--- config.mk ---
export PLATFORM = sky130hd
export DESIGN_NAME = ufl_top
export DESIGN_NICKNAME = d
export VERILOG_FILES = /design/src/pkg/ufl_pkg.sv /design/src/ufl_fifo.sv /design/src/ufl_top.sv
export SDC_FILE = /design/constraint.sdc
export NUM_CORES = 2
export LEC_CHECK = 0
export BUFFER_PORTS_ARGS = -buffer_cell sky130_fd_sc_hd__buf_4
export CORE_ASPECT_RATIO = 0.5
export CORE_UTILIZATION = 60
export DETAILED_ROUTE_END_ITERATION = 8
export PLACE_DENSITY_LB_ADDON = 0.3
export SLEW_MARGIN = 10
export SYNTH_ARGS = -nofsm -noshare
export SYNTH_HDL_FRONTEND = slang
export SYNTH_SLANG_ARGS = --single-unit
--- constraint.sdc ---
create_clock -name clk_sys_i -period 112.6 [get_ports clk_sys_i]
set_input_delay 11.26 -clock clk_sys_i [delete_from_list [all_inputs] [get_ports clk_sys_i]]
set_output_delay 11.26 -clock clk_sys_i [all_outputs]
set_load 0.1 [all_outputs]
--- src/pkg/ufl_pkg.sv ---
package ufl_pkg;

  // ****************************************
  // fifo geometry and entry layout
  // ****************************************
  localparam int unsigned FIFO_AW = 6;
  localparam logic [6:0] FIFO_FULL_CNT = 7'h40;
  localparam int unsigned ENT_PE = 8;
  localparam int unsigned ENT_FE = 9;
  localparam int unsigned ENT_BRK = 10;
  localparam int unsigned RX_ENT_W = 11;
  localparam int unsigned TX_ENT_W = 8;

  // ****************************************
  // register indices, byte address = 4 * index
  // ****************************************
  localparam logic [2:0] IDX_DATA = 3'h0;
  localparam logic [2:0] IDX_DIV_HIGH = 3'h1;
  localparam logic [2:0] IDX_FIFO_CTRL = 3'h2;
  localparam logic [2:0] IDX_LINE_FMT = 3'h3;
  localparam logic [2:0] IDX_LINE_STAT = 3'h5;

  // ****************************************
  // field positions and reset values
  // ****************************************
  localparam int unsigned FCR_EN = 0;
  localparam int unsigned FCR_RXCLR = 1;
  localparam int unsigned FCR_TXCLR = 2;
  localparam int unsigned FCR_DMA = 3;
  localparam int unsigned FCR_TXTRIG = 4;
  localparam int unsigned FCR_RXTRIG = 6;
  localparam int unsigned LCR_STOP = 2;
  localparam int unsigned LCR_PAR_EN = 3;
  localparam int unsigned LCR_PAR_EVEN = 4;
  localparam int unsigned LCR_PAR_FORCE = 5;
  localparam int unsigned LCR_BREAK = 6;
  localparam int unsigned LCR_DLAB = 7;
  localparam logic [7:0] LCR_RESET = 8'h00;
  localparam logic [15:0] DIV_RESET = 16'h0001;
  localparam logic [1:0] RESP_OKAY = 2'h0;
  localparam logic [1:0] RESP_SLVERR = 2'h2;
  localparam logic [3:0][6:0] TX_TRIG_LVL = {7'h38, 7'h20, 7'h10, 7'h08};
  localparam logic [3:0][6:0] RX_TRIG_LVL = {7'h3c, 7'h38, 7'h10, 7'h08};

  // ****************************************
  // carriers and states
  // ****************************************
  typedef struct packed {
    logic awvalid;
    logic [4:0] awaddr;
    logic wvalid;
    logic [31:0] wdata;
    logic [3:0] wstrb;
    logic bready;
    logic arvalid;
    logic [4:0] araddr;
    logic rready;
  } ufl_axi_req_type;

  typedef struct packed {
    logic awready;
    logic wready;
    logic bvalid;
    logic [1:0] bresp;
    logic arready;
    logic rvalid;
    logic [31:0] rdata;
    logic [1:0] rresp;
  } ufl_axi_rsp_type;

  typedef enum logic [2:0] {TX_IDLE, TX_START, TX_DATA, TX_PAR, TX_STOP} ufl_tx_state_type;
  typedef enum logic [2:0] {RX_IDLE, RX_START, RX_DATA, RX_PAR, RX_STOP, RX_WAIT_HIGH}
    ufl_rx_state_type;

endpackage : ufl_pkg

--- src/ufl_fifo.sv ---
`timescale 1ns/10ps
`default_nettype none

module ufl_fifo #(
  parameter int unsigned W = 8
) (
  input wire logic clk_sys_i,
  input wire logic reset_i,
  input wire logic clr_i,
  input wire logic push_i,
  input wire logic [W-1:0] data_i,
  input wire logic pop_i,
  output logic [W-1:0] head_o,
  output logic [6:0] count_o
);

  typedef struct packed {
    logic [63:0][W-1:0] mem;
    logic [ufl_pkg::FIFO_AW-1:0] wr;
    logic [ufl_pkg::FIFO_AW-1:0] rd;
    logic [6:0] cnt;
  } ufl_fifo_state_type;

  ufl_fifo_state_type s_reg;
  ufl_fifo_state_type s_next;
  logic push_ok;
  logic pop_ok;

  always_comb begin
    s_next = s_reg;
    push_ok = push_i && (s_reg.cnt != ufl_pkg::FIFO_FULL_CNT);
    pop_ok = pop_i && (s_reg.cnt != 7'h00);
    if (clr_i) begin
      // clear wins over push and pop
      s_next.wr = '0;
      s_next.rd = '0;
      s_next.cnt = '0;
    end else begin
      if (push_ok) begin
        s_next.mem[s_reg.wr] = data_i;
        s_next.wr = s_reg.wr + 6'h01;
      end
      if (pop_ok) begin
        s_next.rd = s_reg.rd + 6'h01;
      end
      s_next.cnt = s_reg.cnt + {6'h00, push_ok} - {6'h00, pop_ok};
    end
  end

  always_ff @(posedge clk_sys_i or posedge reset_i) begin
    if (reset_i) begin
      s_reg <= '0;
    end else begin
      s_reg <= s_next;
    end
  end

  assign head_o = s_reg.mem[s_reg.rd];
  assign count_o = s_reg.cnt;

endmodule : ufl_fifo

`default_nettype wire

--- src/ufl_top.sv ---
// Register access over AXI4-Lite and the address map are this design's own decisions.
`timescale 1ns/10ps
`default_nettype none

module ufl_top (
  input wire logic clk_sys_i,
  input wire logic reset_i,
  input wire ufl_pkg::ufl_axi_req_type axi_req_i,
  output ufl_pkg::ufl_axi_rsp_type axi_rsp_o,
  input wire logic rx_i,
  output logic tx_o,
  output logic tx_trig_o,
  output logic rx_trig_o,
  output logic dma_mode_o
);

  // ****************************************
  // state
  // ****************************************
  typedef struct packed {
    ufl_pkg::ufl_axi_rsp_type rsp;
    logic aw_got;
    logic [4:0] aw_addr;
    logic w_got;
    logic [7:0] w_data;
    logic w_lane;
    logic fifo_en;
    logic dma_mode;
    logic [1:0] tx_trig_sel;
    logic [1:0] rx_trig_sel;
    logic [7:0] line_format_control;
    logic [15:0] div;
    logic overrun;
    logic [6:0] err_cnt;
    ufl_pkg::ufl_tx_state_type tx_st;
    logic [7:0] tx_shift;
    logic tx_par;
    logic [2:0] tx_bit;
    logic [17:0] tx_tmr;
    logic tx_line;
    logic tx_out;
    ufl_pkg::ufl_rx_state_type rx_st;
    logic [7:0] rx_shift;
    logic [2:0] rx_bit;
    logic [17:0] rx_tmr;
    logic rx_pe;
    logic rx_zero;
    logic tx_trig;
    logic rx_trig;
  } ufl_top_state_type;

  ufl_top_state_type s_reg;
  ufl_top_state_type s_next;

  logic wr_do, rd_do, dlab, tx_tick, rx_tick, rx_full;
  logic tx_push, tx_pop, tx_clr, rx_push, rx_push_ok, rx_pop, rx_clr;
  logic [17:0] per, stop_len;
  logic [2:0] last_bit;
  logic [7:0] line_status, rx_word;
  logic [10:0] rx_wdata, rx_head;
  logic [7:0] tx_head;
  logic [6:0] tx_cnt, rx_cnt;

  function automatic logic ufl_par(input logic [7:0] d, input logic [7:0] f);
    logic [7:0] m;
    m = 8'hff >> (2'd3 - f[1:0]);
    ufl_par = f[ufl_pkg::LCR_PAR_FORCE] ? !f[ufl_pkg::LCR_PAR_EVEN] :
              (f[ufl_pkg::LCR_PAR_EVEN] ? ^(d & m) : !(^(d & m)));
  endfunction : ufl_par

  // ****************************************
  // fifos
  // ****************************************
  ufl_fifo #(.W(ufl_pkg::TX_ENT_W)) u_tx_fifo (
    .clk_sys_i(clk_sys_i),
    .reset_i(reset_i),
    .clr_i(tx_clr),
    .push_i(tx_push),
    .data_i(s_reg.w_data),
    .pop_i(tx_pop),
    .head_o(tx_head),
    .count_o(tx_cnt)
  );

  ufl_fifo #(.W(ufl_pkg::RX_ENT_W)) u_rx_fifo (
    .clk_sys_i(clk_sys_i),
    .reset_i(reset_i),
    .clr_i(rx_clr),
    .push_i(rx_push_ok),
    .data_i(rx_wdata),
    .pop_i(rx_pop),
    .head_o(rx_head),
    .count_o(rx_cnt)
  );

  // ****************************************
  // next state
  // ****************************************
  always_comb begin
    s_next = s_reg;
    tx_push = 1'b0;
    tx_pop = 1'b0;
    tx_clr = 1'b0;
    rx_push = 1'b0;
    rx_pop = 1'b0;
    rx_clr = 1'b0;
    rx_wdata = '0;
    rx_word = s_reg.rx_shift;
    dlab = s_reg.line_format_control[ufl_pkg::LCR_DLAB];
    per = (s_reg.div == 16'h0000) ? 18'h0_0001 : {2'b00, s_reg.div};
    last_bit = {1'b1, s_reg.line_format_control[1:0]};
    if (!s_reg.line_format_control[ufl_pkg::LCR_STOP]) begin
      stop_len = per;
    end else if (s_reg.line_format_control[1:0] == 2'b00) begin
      stop_len = per + (per >> 1);
    end else begin
      stop_len = per << 1;
    end
    rx_full = s_reg.fifo_en ? (rx_cnt == ufl_pkg::FIFO_FULL_CNT) : (rx_cnt != 7'h00);
    line_status = {s_reg.err_cnt != 7'h00,
           (tx_cnt == 7'h00) && (s_reg.tx_st == ufl_pkg::TX_IDLE),
           tx_cnt == 7'h00,
           (rx_cnt != 7'h00) ? rx_head[ufl_pkg::ENT_BRK:ufl_pkg::ENT_PE] : 3'b000,
           s_reg.overrun,
           rx_cnt != 7'h00};
    wr_do = s_reg.aw_got && s_reg.w_got && !s_reg.rsp.bvalid;
    rd_do = axi_req_i.arvalid && s_reg.rsp.arready;

    // write path
    if (axi_req_i.awvalid && s_reg.rsp.awready) begin
      s_next.aw_got = 1'b1;
      s_next.aw_addr = axi_req_i.awaddr;
    end
    if (axi_req_i.wvalid && s_reg.rsp.wready) begin
      s_next.w_got = 1'b1;
      s_next.w_data = axi_req_i.wdata[7:0];
      s_next.w_lane = axi_req_i.wstrb[0];
    end
    if (s_reg.rsp.bvalid && axi_req_i.bready) begin
      s_next.rsp.bvalid = 1'b0;
    end
    if (wr_do) begin
      s_next.aw_got = 1'b0;
      s_next.w_got = 1'b0;
      s_next.rsp.bvalid = 1'b1;
      s_next.rsp.bresp = ufl_pkg::RESP_OKAY;
      case (s_reg.aw_addr[4:2])
        ufl_pkg::IDX_DATA: begin
          if (dlab && s_reg.w_lane) begin
            s_next.div[7:0] = s_reg.w_data;
          end else if (s_reg.w_lane) begin
            tx_push = (tx_cnt != ufl_pkg::FIFO_FULL_CNT);
          end
        end
        ufl_pkg::IDX_DIV_HIGH: begin
          if (!dlab) begin
            s_next.rsp.bresp = ufl_pkg::RESP_SLVERR;
          end else if (s_reg.w_lane) begin
            s_next.div[15:8] = s_reg.w_data;
          end
        end
        ufl_pkg::IDX_FIFO_CTRL: begin
          if (s_reg.w_lane) begin
            s_next.fifo_en = s_reg.w_data[ufl_pkg::FCR_EN];
            rx_clr = s_reg.w_data[ufl_pkg::FCR_RXCLR];
            tx_clr = s_reg.w_data[ufl_pkg::FCR_TXCLR];
            s_next.dma_mode = s_reg.w_data[ufl_pkg::FCR_DMA];
            s_next.tx_trig_sel = s_reg.w_data[ufl_pkg::FCR_TXTRIG +: 2];
            s_next.rx_trig_sel = s_reg.w_data[ufl_pkg::FCR_RXTRIG +: 2];
          end
        end
        ufl_pkg::IDX_LINE_FMT: begin
          if (s_reg.w_lane) begin
            s_next.line_format_control = s_reg.w_data;
          end
        end
        default: begin
          s_next.rsp.bresp = ufl_pkg::RESP_SLVERR;
        end
      endcase
    end
    s_next.rsp.awready = !s_next.aw_got && !s_next.rsp.bvalid;
    s_next.rsp.wready = !s_next.w_got && !s_next.rsp.bvalid;

    // read path
    if (s_reg.rsp.rvalid && axi_req_i.rready) begin
      s_next.rsp.rvalid = 1'b0;
    end
    if (rd_do) begin
      s_next.rsp.rvalid = 1'b1;
      s_next.rsp.rresp = ufl_pkg::RESP_OKAY;
      s_next.rsp.rdata = '0;
      case (axi_req_i.araddr[4:2])
        ufl_pkg::IDX_DATA: begin
          if (dlab) begin
            s_next.rsp.rdata[7:0] = s_reg.div[7:0];
          end else begin
            s_next.rsp.rdata[7:0] = (rx_cnt != 7'h00) ? rx_head[7:0] : 8'h00;
            rx_pop = (rx_cnt != 7'h00);
          end
        end
        ufl_pkg::IDX_DIV_HIGH: begin
          if (dlab) begin
            s_next.rsp.rdata[7:0] = s_reg.div[15:8];
          end else begin
            s_next.rsp.rresp = ufl_pkg::RESP_SLVERR;
          end
        end
        ufl_pkg::IDX_LINE_FMT: begin
          s_next.rsp.rdata[7:0] = s_reg.line_format_control;
        end
        ufl_pkg::IDX_LINE_STAT: begin
          s_next.rsp.rdata[7:0] = line_status;
          s_next.overrun = 1'b0;
        end
        default: begin
          // fifo control reads back nothing
          s_next.rsp.rresp = ufl_pkg::RESP_SLVERR;
        end
      endcase
    end
    s_next.rsp.arready = !s_next.rsp.rvalid;

    // transmitter
    tx_tick = (s_reg.tx_tmr == 18'h0_0000);
    if (!tx_tick) begin
      s_next.tx_tmr = s_reg.tx_tmr - 18'h0_0001;
    end
    unique case (s_reg.tx_st)
      ufl_pkg::TX_IDLE: begin
        s_next.tx_line = 1'b1;
        if ((tx_cnt != 7'h00) && !tx_clr) begin
          tx_pop = 1'b1;
          s_next.tx_shift = tx_head;
          s_next.tx_par = ufl_par(tx_head, s_reg.line_format_control);
          s_next.tx_line = 1'b0;
          s_next.tx_bit = 3'h0;
          s_next.tx_tmr = per - 18'h0_0001;
          s_next.tx_st = ufl_pkg::TX_START;
        end
      end
      ufl_pkg::TX_START: begin
        if (tx_tick) begin
          s_next.tx_line = s_reg.tx_shift[0];
          s_next.tx_tmr = per - 18'h0_0001;
          s_next.tx_st = ufl_pkg::TX_DATA;
        end
      end
      ufl_pkg::TX_DATA: begin
        if (tx_tick && (s_reg.tx_bit == last_bit)) begin
          if (s_reg.line_format_control[ufl_pkg::LCR_PAR_EN]) begin
            s_next.tx_line = s_reg.tx_par;
            s_next.tx_tmr = per - 18'h0_0001;
            s_next.tx_st = ufl_pkg::TX_PAR;
          end else begin
            s_next.tx_line = 1'b1;
            s_next.tx_tmr = stop_len - 18'h0_0001;
            s_next.tx_st = ufl_pkg::TX_STOP;
          end
        end else if (tx_tick) begin
          s_next.tx_shift = s_reg.tx_shift >> 1;
          s_next.tx_line = s_reg.tx_shift[1];
          s_next.tx_bit = s_reg.tx_bit + 3'h1;
          s_next.tx_tmr = per - 18'h0_0001;
        end
      end
      ufl_pkg::TX_PAR: begin
        if (tx_tick) begin
          s_next.tx_line = 1'b1;
          s_next.tx_tmr = stop_len - 18'h0_0001;
          s_next.tx_st = ufl_pkg::TX_STOP;
        end
      end
      ufl_pkg::TX_STOP: begin
        if (tx_tick) begin
          s_next.tx_st = ufl_pkg::TX_IDLE;
        end
      end
    endcase
    s_next.tx_out = s_next.line_format_control[ufl_pkg::LCR_BREAK] ? 1'b0 : s_next.tx_line;

    // receiver
    rx_tick = (s_reg.rx_tmr == 18'h0_0000);
    if (!rx_tick) begin
      s_next.rx_tmr = s_reg.rx_tmr - 18'h0_0001;
    end
    unique case (s_reg.rx_st)
      ufl_pkg::RX_IDLE: begin
        if (!rx_i) begin
          s_next.rx_tmr = per >> 1;
          s_next.rx_st = ufl_pkg::RX_START;
        end
      end
      ufl_pkg::RX_START: begin
        if (rx_tick && rx_i) begin
          s_next.rx_st = ufl_pkg::RX_IDLE;
        end else if (rx_tick) begin
          s_next.rx_tmr = per - 18'h0_0001;
          s_next.rx_bit = 3'h0;
          s_next.rx_shift = 8'h00;
          s_next.rx_zero = 1'b1;
          s_next.rx_pe = 1'b0;
          s_next.rx_st = ufl_pkg::RX_DATA;
        end
      end
      ufl_pkg::RX_DATA: begin
        if (rx_tick) begin
          rx_word = {rx_i, s_reg.rx_shift[7:1]};
          s_next.rx_zero = s_reg.rx_zero && !rx_i;
          s_next.rx_tmr = per - 18'h0_0001;
          s_next.rx_bit = s_reg.rx_bit + 3'h1;
          s_next.rx_shift = rx_word;
          if (s_reg.rx_bit == last_bit) begin
            s_next.rx_shift = rx_word >> (2'd3 - s_reg.line_format_control[1:0]);
            s_next.rx_st = s_reg.line_format_control[ufl_pkg::LCR_PAR_EN] ? ufl_pkg::RX_PAR : ufl_pkg::RX_STOP;
          end
        end
      end
      ufl_pkg::RX_PAR: begin
        if (rx_tick) begin
          s_next.rx_pe = (rx_i != ufl_par(s_reg.rx_shift, s_reg.line_format_control));
          s_next.rx_zero = s_reg.rx_zero && !rx_i;
          s_next.rx_tmr = per - 18'h0_0001;
          s_next.rx_st = ufl_pkg::RX_STOP;
        end
      end
      ufl_pkg::RX_STOP: begin
        if (rx_tick) begin
          rx_push = 1'b1;
          rx_wdata[ufl_pkg::ENT_BRK] = s_reg.rx_zero && !rx_i;
          rx_wdata[ufl_pkg::ENT_FE] = !rx_i;
          rx_wdata[ufl_pkg::ENT_PE] = s_reg.rx_pe;
          rx_wdata[7:0] = (s_reg.rx_zero && !rx_i) ? 8'h00 : s_reg.rx_shift;
          s_next.rx_st = rx_i ? ufl_pkg::RX_IDLE : ufl_pkg::RX_WAIT_HIGH;
        end
      end
      ufl_pkg::RX_WAIT_HIGH: begin
        if (rx_i) begin
          s_next.rx_st = ufl_pkg::RX_IDLE;
        end
      end
      default: begin
        s_next.rx_st = ufl_pkg::RX_IDLE;
      end
    endcase
    rx_push_ok = rx_push && !rx_full && !rx_clr;
    if (rx_push && rx_full) begin
      s_next.overrun = 1'b1;
    end
    if (rx_clr) begin
      s_next.err_cnt = 7'h00;
    end else begin
      s_next.err_cnt = s_reg.err_cnt
        + {6'h00, rx_push_ok && (rx_wdata[ufl_pkg::ENT_BRK:ufl_pkg::ENT_PE] != 3'b000)}
        - {6'h00, rx_pop && (rx_head[ufl_pkg::ENT_BRK:ufl_pkg::ENT_PE] != 3'b000)};
    end
    s_next.tx_trig = (ufl_pkg::FIFO_FULL_CNT - tx_cnt) >= ufl_pkg::TX_TRIG_LVL[s_reg.tx_trig_sel];
    s_next.rx_trig = rx_cnt >= ufl_pkg::RX_TRIG_LVL[s_reg.rx_trig_sel];
  end

  always_ff @(posedge clk_sys_i or posedge reset_i) begin
    if (reset_i) begin
      s_reg <= '0;
      s_reg.line_format_control <= ufl_pkg::LCR_RESET;
      s_reg.div <= ufl_pkg::DIV_RESET;
      s_reg.tx_line <= 1'b1;
      s_reg.tx_out <= 1'b1;
    end else begin
      s_reg <= s_next;
    end
  end

  assign axi_rsp_o = s_reg.rsp;
  assign tx_o = s_reg.tx_out;
  assign tx_trig_o = s_reg.tx_trig;
  assign rx_trig_o = s_reg.rx_trig;
  assign dma_mode_o = s_reg.dma_mode;

  logic rd_stat;
  assign rd_stat = rd_do && (axi_req_i.araddr[4:2] == ufl_pkg::IDX_LINE_STAT);
endmodule : ufl_top

`default_nettype wire

Word-level counts from Yosys, hierarchy flattened
Cells that the tools add are included.
- logic and storage cells: 439
- bits in registers: 1396
- input port bits: 54
- output and inout bits: 45
- bitwise operators: 4
- shift operators: 2
- equality and inequality tests: 37
- reductions and logical operators: 80
- magnitude comparators: 10
- multiplexer cells: 115
- add/subtract/negate cells: 19
- operator list (cell ; count):
    $bwmux 704 ; 1
    $bwmux 512 ; 1
    $mux 19 ; 6
    $mux 8 ; 13
    $pmux 19 s4 ; 1
    $mux 18 ; 4
    $pmux 18 s4 ; 1
    $mux 34 ; 2
    $bmux 11 s6 ; 1
    $demux 11 s6 ; 1
    $mux 11 ; 5
    $sub 18x1->18 const B ; 3
    $bmux 8 s6 ; 1
    $demux 8 s6 ; 1
    $mux 3 ; 14
    $logic_not 18->1 ; 2
    $mux 35 ; 1
    $mux 7 ; 5
    $mux 32 ; 1
    $pmux 8 s4 ; 1
    $mux 1 ; 31
    $mux 31 ; 1
    $mux 6 ; 5
    $bmux 7 s2 ; 2
    other kinds (57) ; 163

Logic depth before layout (Yosys ltp)
- word-level depth: 10
- depth in mapped cells: 22
- depth with buffers taken out: 19

Cells and area by module
From an unflattened synthesis, not the netlist that was laid out.
- cell total of the unflattened synthesis: 5285
- area total of the unflattened synthesis: 69489.1 um2
- by module, submodules not included (module ; area each (um2) ; sequential area each (um2) ; times used ; cells an instance):
    ufl_fifo (u_rx_fifo) ; 33654.8 ; 18092.4 ; 1 ; 2271
    ufl_fifo (u_tx_fifo) ; 24653.6 ; 13287.7 ; 1 ; 1645
    ufl_top ; 11180.7 ; 3457.1 ; 1 ; 1369

Worst setup path before layout
Ideal clock, no wire load.
- kind: input to register
- from: input port axi_req_i[5] in the netlist's numbering
- to: register u_rx_fifo.s_reg (netlist bit u_rx_fifo.count_o[6])
- setup slack: 98.718 ns
- setup time: 0.078 ns
- path buffers: 1
- required time: 112.522 ns
- stages: 15
- arrival: 13.803 ns
- path through: or3_1 > clkbuf_1 > nor2_1 > nand2_1 > inv_1 > ha_1 > inv_1 > ha_1 > fa_1 > a21oi_1 > o21bai_1 > a21oi_1 > nor2_1 > or3_1 > a21oi_1
- RTL lines (what ; line ; source):
    start, declared ; ufl_top.sv:8 ; input wire ufl_pkg::ufl_axi_req_type axi_req_i,
    end signal, assigned ; ufl_fifo.sv:54 ; s_reg <= s_next;
    end, declared ; ufl_fifo.sv:24 ; ufl_fifo_state_type s_reg;

==> results.rst <==
.. list-table::
   :header-rows: 1

   * - Metric
     - Value
   * - Status
     - complete, no violations
   * - Fin Clk Skew
     - 0.02738 ns
   * - Number of levels in the clock H-tree
     - 3
   * - Remaining antenna violation count
     - 0
   * - Average cell area after synthesis
     - 11.69 um^2
   * - Number of warnings printed during yosys synthesis
     - 0
   * - GR Overflow Total
     - 0
   * - CTS Hold Buffers Added
     - 0
   * - Unrepaired setup endpoints after global routing
     - no
   * - Cells resized by post-CTS repair
     - 0
   * - Via count of the first global-routing pass
     - 46140
   * - Root Driver
     - sky130_fd_sc_hd__clkbuf_16
   * - Crit-path max cell delay
     - 0.91 ns
   * - Fraction of final layout cells sized beyond drive strength 1
     - 22.72%
   * - Post-detail-place hpwl
     - 105900 um
   * - Fraction of registers with async set or reset after synthesis
     - 100.0%
   * - Fmax
     - 71.28 MHz
   * - Floorplan die height
     - 237.6 um
   * - Drt initial violations
     - 4585
   * - Die boundary width
     - 473.1 um
   * - Count of state elements after synthesis
     - 1392
   * - Slew margin rel.
     - 13.88%
   * - Cell area after technology mapping
     - 66590 um^2
   * - Most frequently used flop master after synthesis
     - sky130_fd_sc_hd__dfrtp_1
   * - Total I/O pin count
     - 99
   * - Final net count
     - 5598
   * - GP Congestion
     - 0.9406
   * - Critical path's top delay family
     - buffers and inverters
   * - Post-Route Setup TNS
     - 0 ns
   * - Transition time of the tightest slew-check pin
     - 1.289 ns
   * - Area added between synthesis and finish
     - 7.481%
   * - Crit path capture type
     - async pin
   * - Total number of vias
     - 45150
   * - Total detailed-routing wirelength
     - 167300 um
   * - Most area-consuming cells after synthesis
     - sky130_fd_sc_hd__dfrtp_1, sky130_fd_sc_hd__mux4_2, sky130_fd_sc_hd__mux2_2
   * - CP max FO
     - 160
   * - Core footprint
     - 108800 um^2
   * - Kind of path behind the tightest hold check
     - reg2reg
   * - Number of placement rows
     - 85
   * - Inserted Diodes
     - 0
   * - Power per cell area
     - 20.73 nW/um^2
   * - Maximum vdd drop
     - 0.01518 mV
   * - Max-cap violations
     - 0
   * - Maximum clock path buffer count
     - 3
   * - Data required time of the critical path
     - 113.38 ns
   * - Per-cell routed wire length
     - 23.77 um
   * - Distinct cell type count of the synthesized netlist
     - 84
   * - Starting Density
     - 61.20%
   * - Wire length of the first global-routing pass
     - 265900 um
   * - DR DRC count
     - 0
   * - Final cell utilization of the core
     - 65.78%
   * - Clock sinks
     - 1392
   * - Cell count after synthesis
     - 5697
   * - Tot GR Track Use
     - 30.45%
   * - Library cell contributing the largest single delay on the critical path
     - sky130_fd_sc_hd__buf_4
   * - Type of element launching the critical path
     - input port
   * - Flip-flop count of the largest register after layout
     - 716
   * - Number of setup buffers added after CTS
     - 0
   * - Number of filler instances in the final layout
     - 7847
   * - Leakage power summed over all cells
     - 32.41 nW
   * - Data arrival time of the critical path
     - 14.81 ns
   * - Count of port buffers added during placement
     - 41
   * - Final worst path period need
     - 14.03 ns
   * - Initial antenna violation count
     - 2
   * - Number of enable flip-flop cells after synthesis
     - 0
   * - CP bufs+invs
     - 6
   * - Final Hold Violating Endpoints
     - 0
   * - Pin count of the biggest net entering global routing
     - 224
   * - Post-CTS clock slew at the launch and capture registers of the worst setup and hold paths
     - 0.06 ns
   * - Library cell occupying the most area in the post-synthesis netlist
     - sky130_fd_sc_hd__dfrtp_1
   * - Die area
     - 112400 um^2
   * - Number of vias per cell
     - 6.414
   * - Most common cell on crit path
     - sky130_fd_sc_hd__buf_4
   * - Post-route fraction of the period consumed by the critical path
     - 12.46%
   * - Ordered cell list for the critical path
     - buf_4 -> inv_8 -> buf_4 -> buf_4 -> buf_12 -> buf_16
   * - Kind of critical path
     - in2async
   * - TritonCTS clock tree
     - done
   * - Setup-violating endpoint count in the final report
     - 0
   * - Share of the synthesized area in the top cell type
     - 52.20%
   * - Detailed Routing Iterations Pass 1
     - 7
   * - Worst-Skew Late Latency
     - 0.75 ns
   * - Max-slew violation count
     - 0
   * - Proportion of synthesized chip area in sequential cells
     - 52.32%
   * - TritonCTS buffer count
     - 117
## through the flow
step | power (mW) | area (um^2) | hold WS, ns | setup WS, ns | instances
floorplan | 0.9170 | 66680 | 0.4438 | 62.09 | 5722
global placement | 1.032 | 67340 | 0.4562 | 97.78 | 6815
detailed placement | 1.042 | 67340 | 0.4646 | 97.58 | 6815
CTS | 1.480 | 71520 | 0.4797 | 98.38 | 7037
global route | 1.549 | 71570 | 0.4927 | 97.96 | 7038
finish | 1.484 | 71570 | 0.4775 | 98.57 | 7038
## Yosys cell counts, types with 14 or more instances
library cell,number
sky130_fd_sc_hd__inv_1,85
sky130_fd_sc_hd__buf_4,48
sky130_fd_sc_hd__xnor2_1,79
sky130_fd_sc_hd__mux2i_1,57
sky130_fd_sc_hd__xor2_1,33
sky130_fd_sc_hd__o21ai_0,815
sky130_fd_sc_hd__a31oi_1,15
sky130_fd_sc_hd__nand2_1,981
sky130_fd_sc_hd__or3_1,21
sky130_fd_sc_hd__dfrtp_1,1389
sky130_fd_sc_hd__nor2_1,185
sky130_fd_sc_hd__nand3_1,45
sky130_fd_sc_hd__mux4_2,358
sky130_fd_sc_hd__a22o_1,19
sky130_fd_sc_hd__nand2b_1,17
sky130_fd_sc_hd__a22oi_1,24
sky130_fd_sc_hd__a21oi_1,101
sky130_fd_sc_hd__buf_2,24
sky130_fd_sc_hd__ha_1,84
sky130_fd_sc_hd__o221ai_1,32
sky130_fd_sc_hd__mux2_2,546
sky130_fd_sc_hd__nor3_1,41
sky130_fd_sc_hd__clkbuf_1,377
sky130_fd_sc_hd__nor2b_1,25
sky130_fd_sc_hd__buf_1,27
sky130_fd_sc_hd__o22ai_1,25
sky130_fd_sc_hd__o211ai_1,14
## path summary, 6_finish.rpt
kind / slack [ns] / startpoint / depth (start not counted) / end
min in group asynchronous: 10.58 / reset_i / 2 / u_rx_fifo.s_reg[42]$_DFFE_PP0P_
max: 98.57 / reset_i / 6 / u_rx_fifo.s_reg[627]$_DFFE_PP0P_
max reg2reg: 106.22 / u_rx_fifo.s_reg[7]$_DFFE_PP0P_ / 17 / s_reg[77]$_DFF_PP0_
max in group clk_sys_i: 98.83 / axi_req_i[5] / 15 / u_rx_fifo.count_o[6]$_DFF_PP0_
min: 0.48 / u_rx_fifo.s_reg[703]$_DFFE_PP0P_ / 2 / u_rx_fifo.s_reg[703]$_DFFE_PP0P_
min reg2reg: 0.48 / u_rx_fifo.s_reg[703]$_DFFE_PP0P_ / 2 / u_rx_fifo.s_reg[703]$_DFFE_PP0P_
## kinds of logic (layout without fill, tap and decap cells)
kind of cell / Yosys count / in the layout / synth area share (%)
simple gates: 1415 / 1415 / 8.933
flops: 1392 / 1392 / 52.32
compound gates: 1163 / 1163 / 9.807
mux: 961 / 961 / 22.20
buf+inv: 564 / 401 / 3.529
xor+xnor: 113 / 113 / 1.507
fa+ha+maj: 88 / 88 / 1.699
other cells: 1 / 26 / 0.005632
## power by group
part,internal (mW),switching [mW],total (mW)
Clock,0.247,0.193,0.440
Combinational,0.170,0.302,0.472
Sequential,0.524,0.0473,0.572
## layer usage
layer  global-route usage, %  vias up  part of all wire (%)  wire [um]
met5                       0        -                0.0078         13
met4                   10.74        2                   3.6       6055
met3                   5.906      353                   7.7      12960
met2                   48.50     1752                    48      79750
met1                   42.20    23290                    41      68510
li1                        -    19750                     -          -
## worst register-to-register path, stage by stage (launching register included)
cell and delay [ns]:
sky130_fd_sc_hd__dfrtp_4 0.75, sky130_fd_sc_hd__buf_4 0.68, sky130_fd_sc_hd__buf_4 0.84, sky130_fd_sc_hd__mux4_2 0.71, sky130_fd_sc_hd__mux4_2 0.53, sky130_fd_sc_hd__mux4_2 0.56, sky130_fd_sc_hd__nor3_1 0.24, sky130_fd_sc_hd__nor2_1 0.07
sky130_fd_sc_hd__ha_1 0.29, sky130_fd_sc_hd__inv_1 0.04, sky130_fd_sc_hd__ha_1 0.19, sky130_fd_sc_hd__fa_1 0.41, sky130_fd_sc_hd__a21oi_1 0.15, sky130_fd_sc_hd__o21bai_1 0.10, sky130_fd_sc_hd__a21oi_1 0.16, sky130_fd_sc_hd__nor2_1 0.07
sky130_fd_sc_hd__or3_1 0.35, sky130_fd_sc_hd__a21oi_1 0.14
## layout by cell type (no fill, tap or decap), drive strengths merged, types with 26 or more instances in the layout
master / netlist / final
nand3: 45 / 45
clkbuf: 377 / 173
dfrtp: 1389 / 1389
nor2: 186 / 186
xor2: 33 / 33
mux4: 358 / 358
a21oi: 102 / 102
mux2i: 57 / 57
nor3: 46 / 46
o21ai: 825 / 825
mux2: 546 / 546
conb: 1 / 26
nand2: 983 / 983
inv: 85 / 91
buf: 102 / 94
ha: 84 / 84
o221ai: 32 / 32
xnor2: 79 / 79
## layout make-up
cell class | count | area, um^2 | share of cell area, %
repair buffers | 94 | 788.3 | 1.101
well taps | 1479 | 1851 | 2.586
flip-flops and latches | 1392 | 34870 | 48.72
clock inverters | 49 | 654.4 | 0.9144
inverters | 85 | 326.6 | 0.4563
multi-input cells | 3766 | 29560 | 41.30
clock buffers | 173 | 3521 | 4.920
Note: power is estimated with default switching activity, not from simulation.
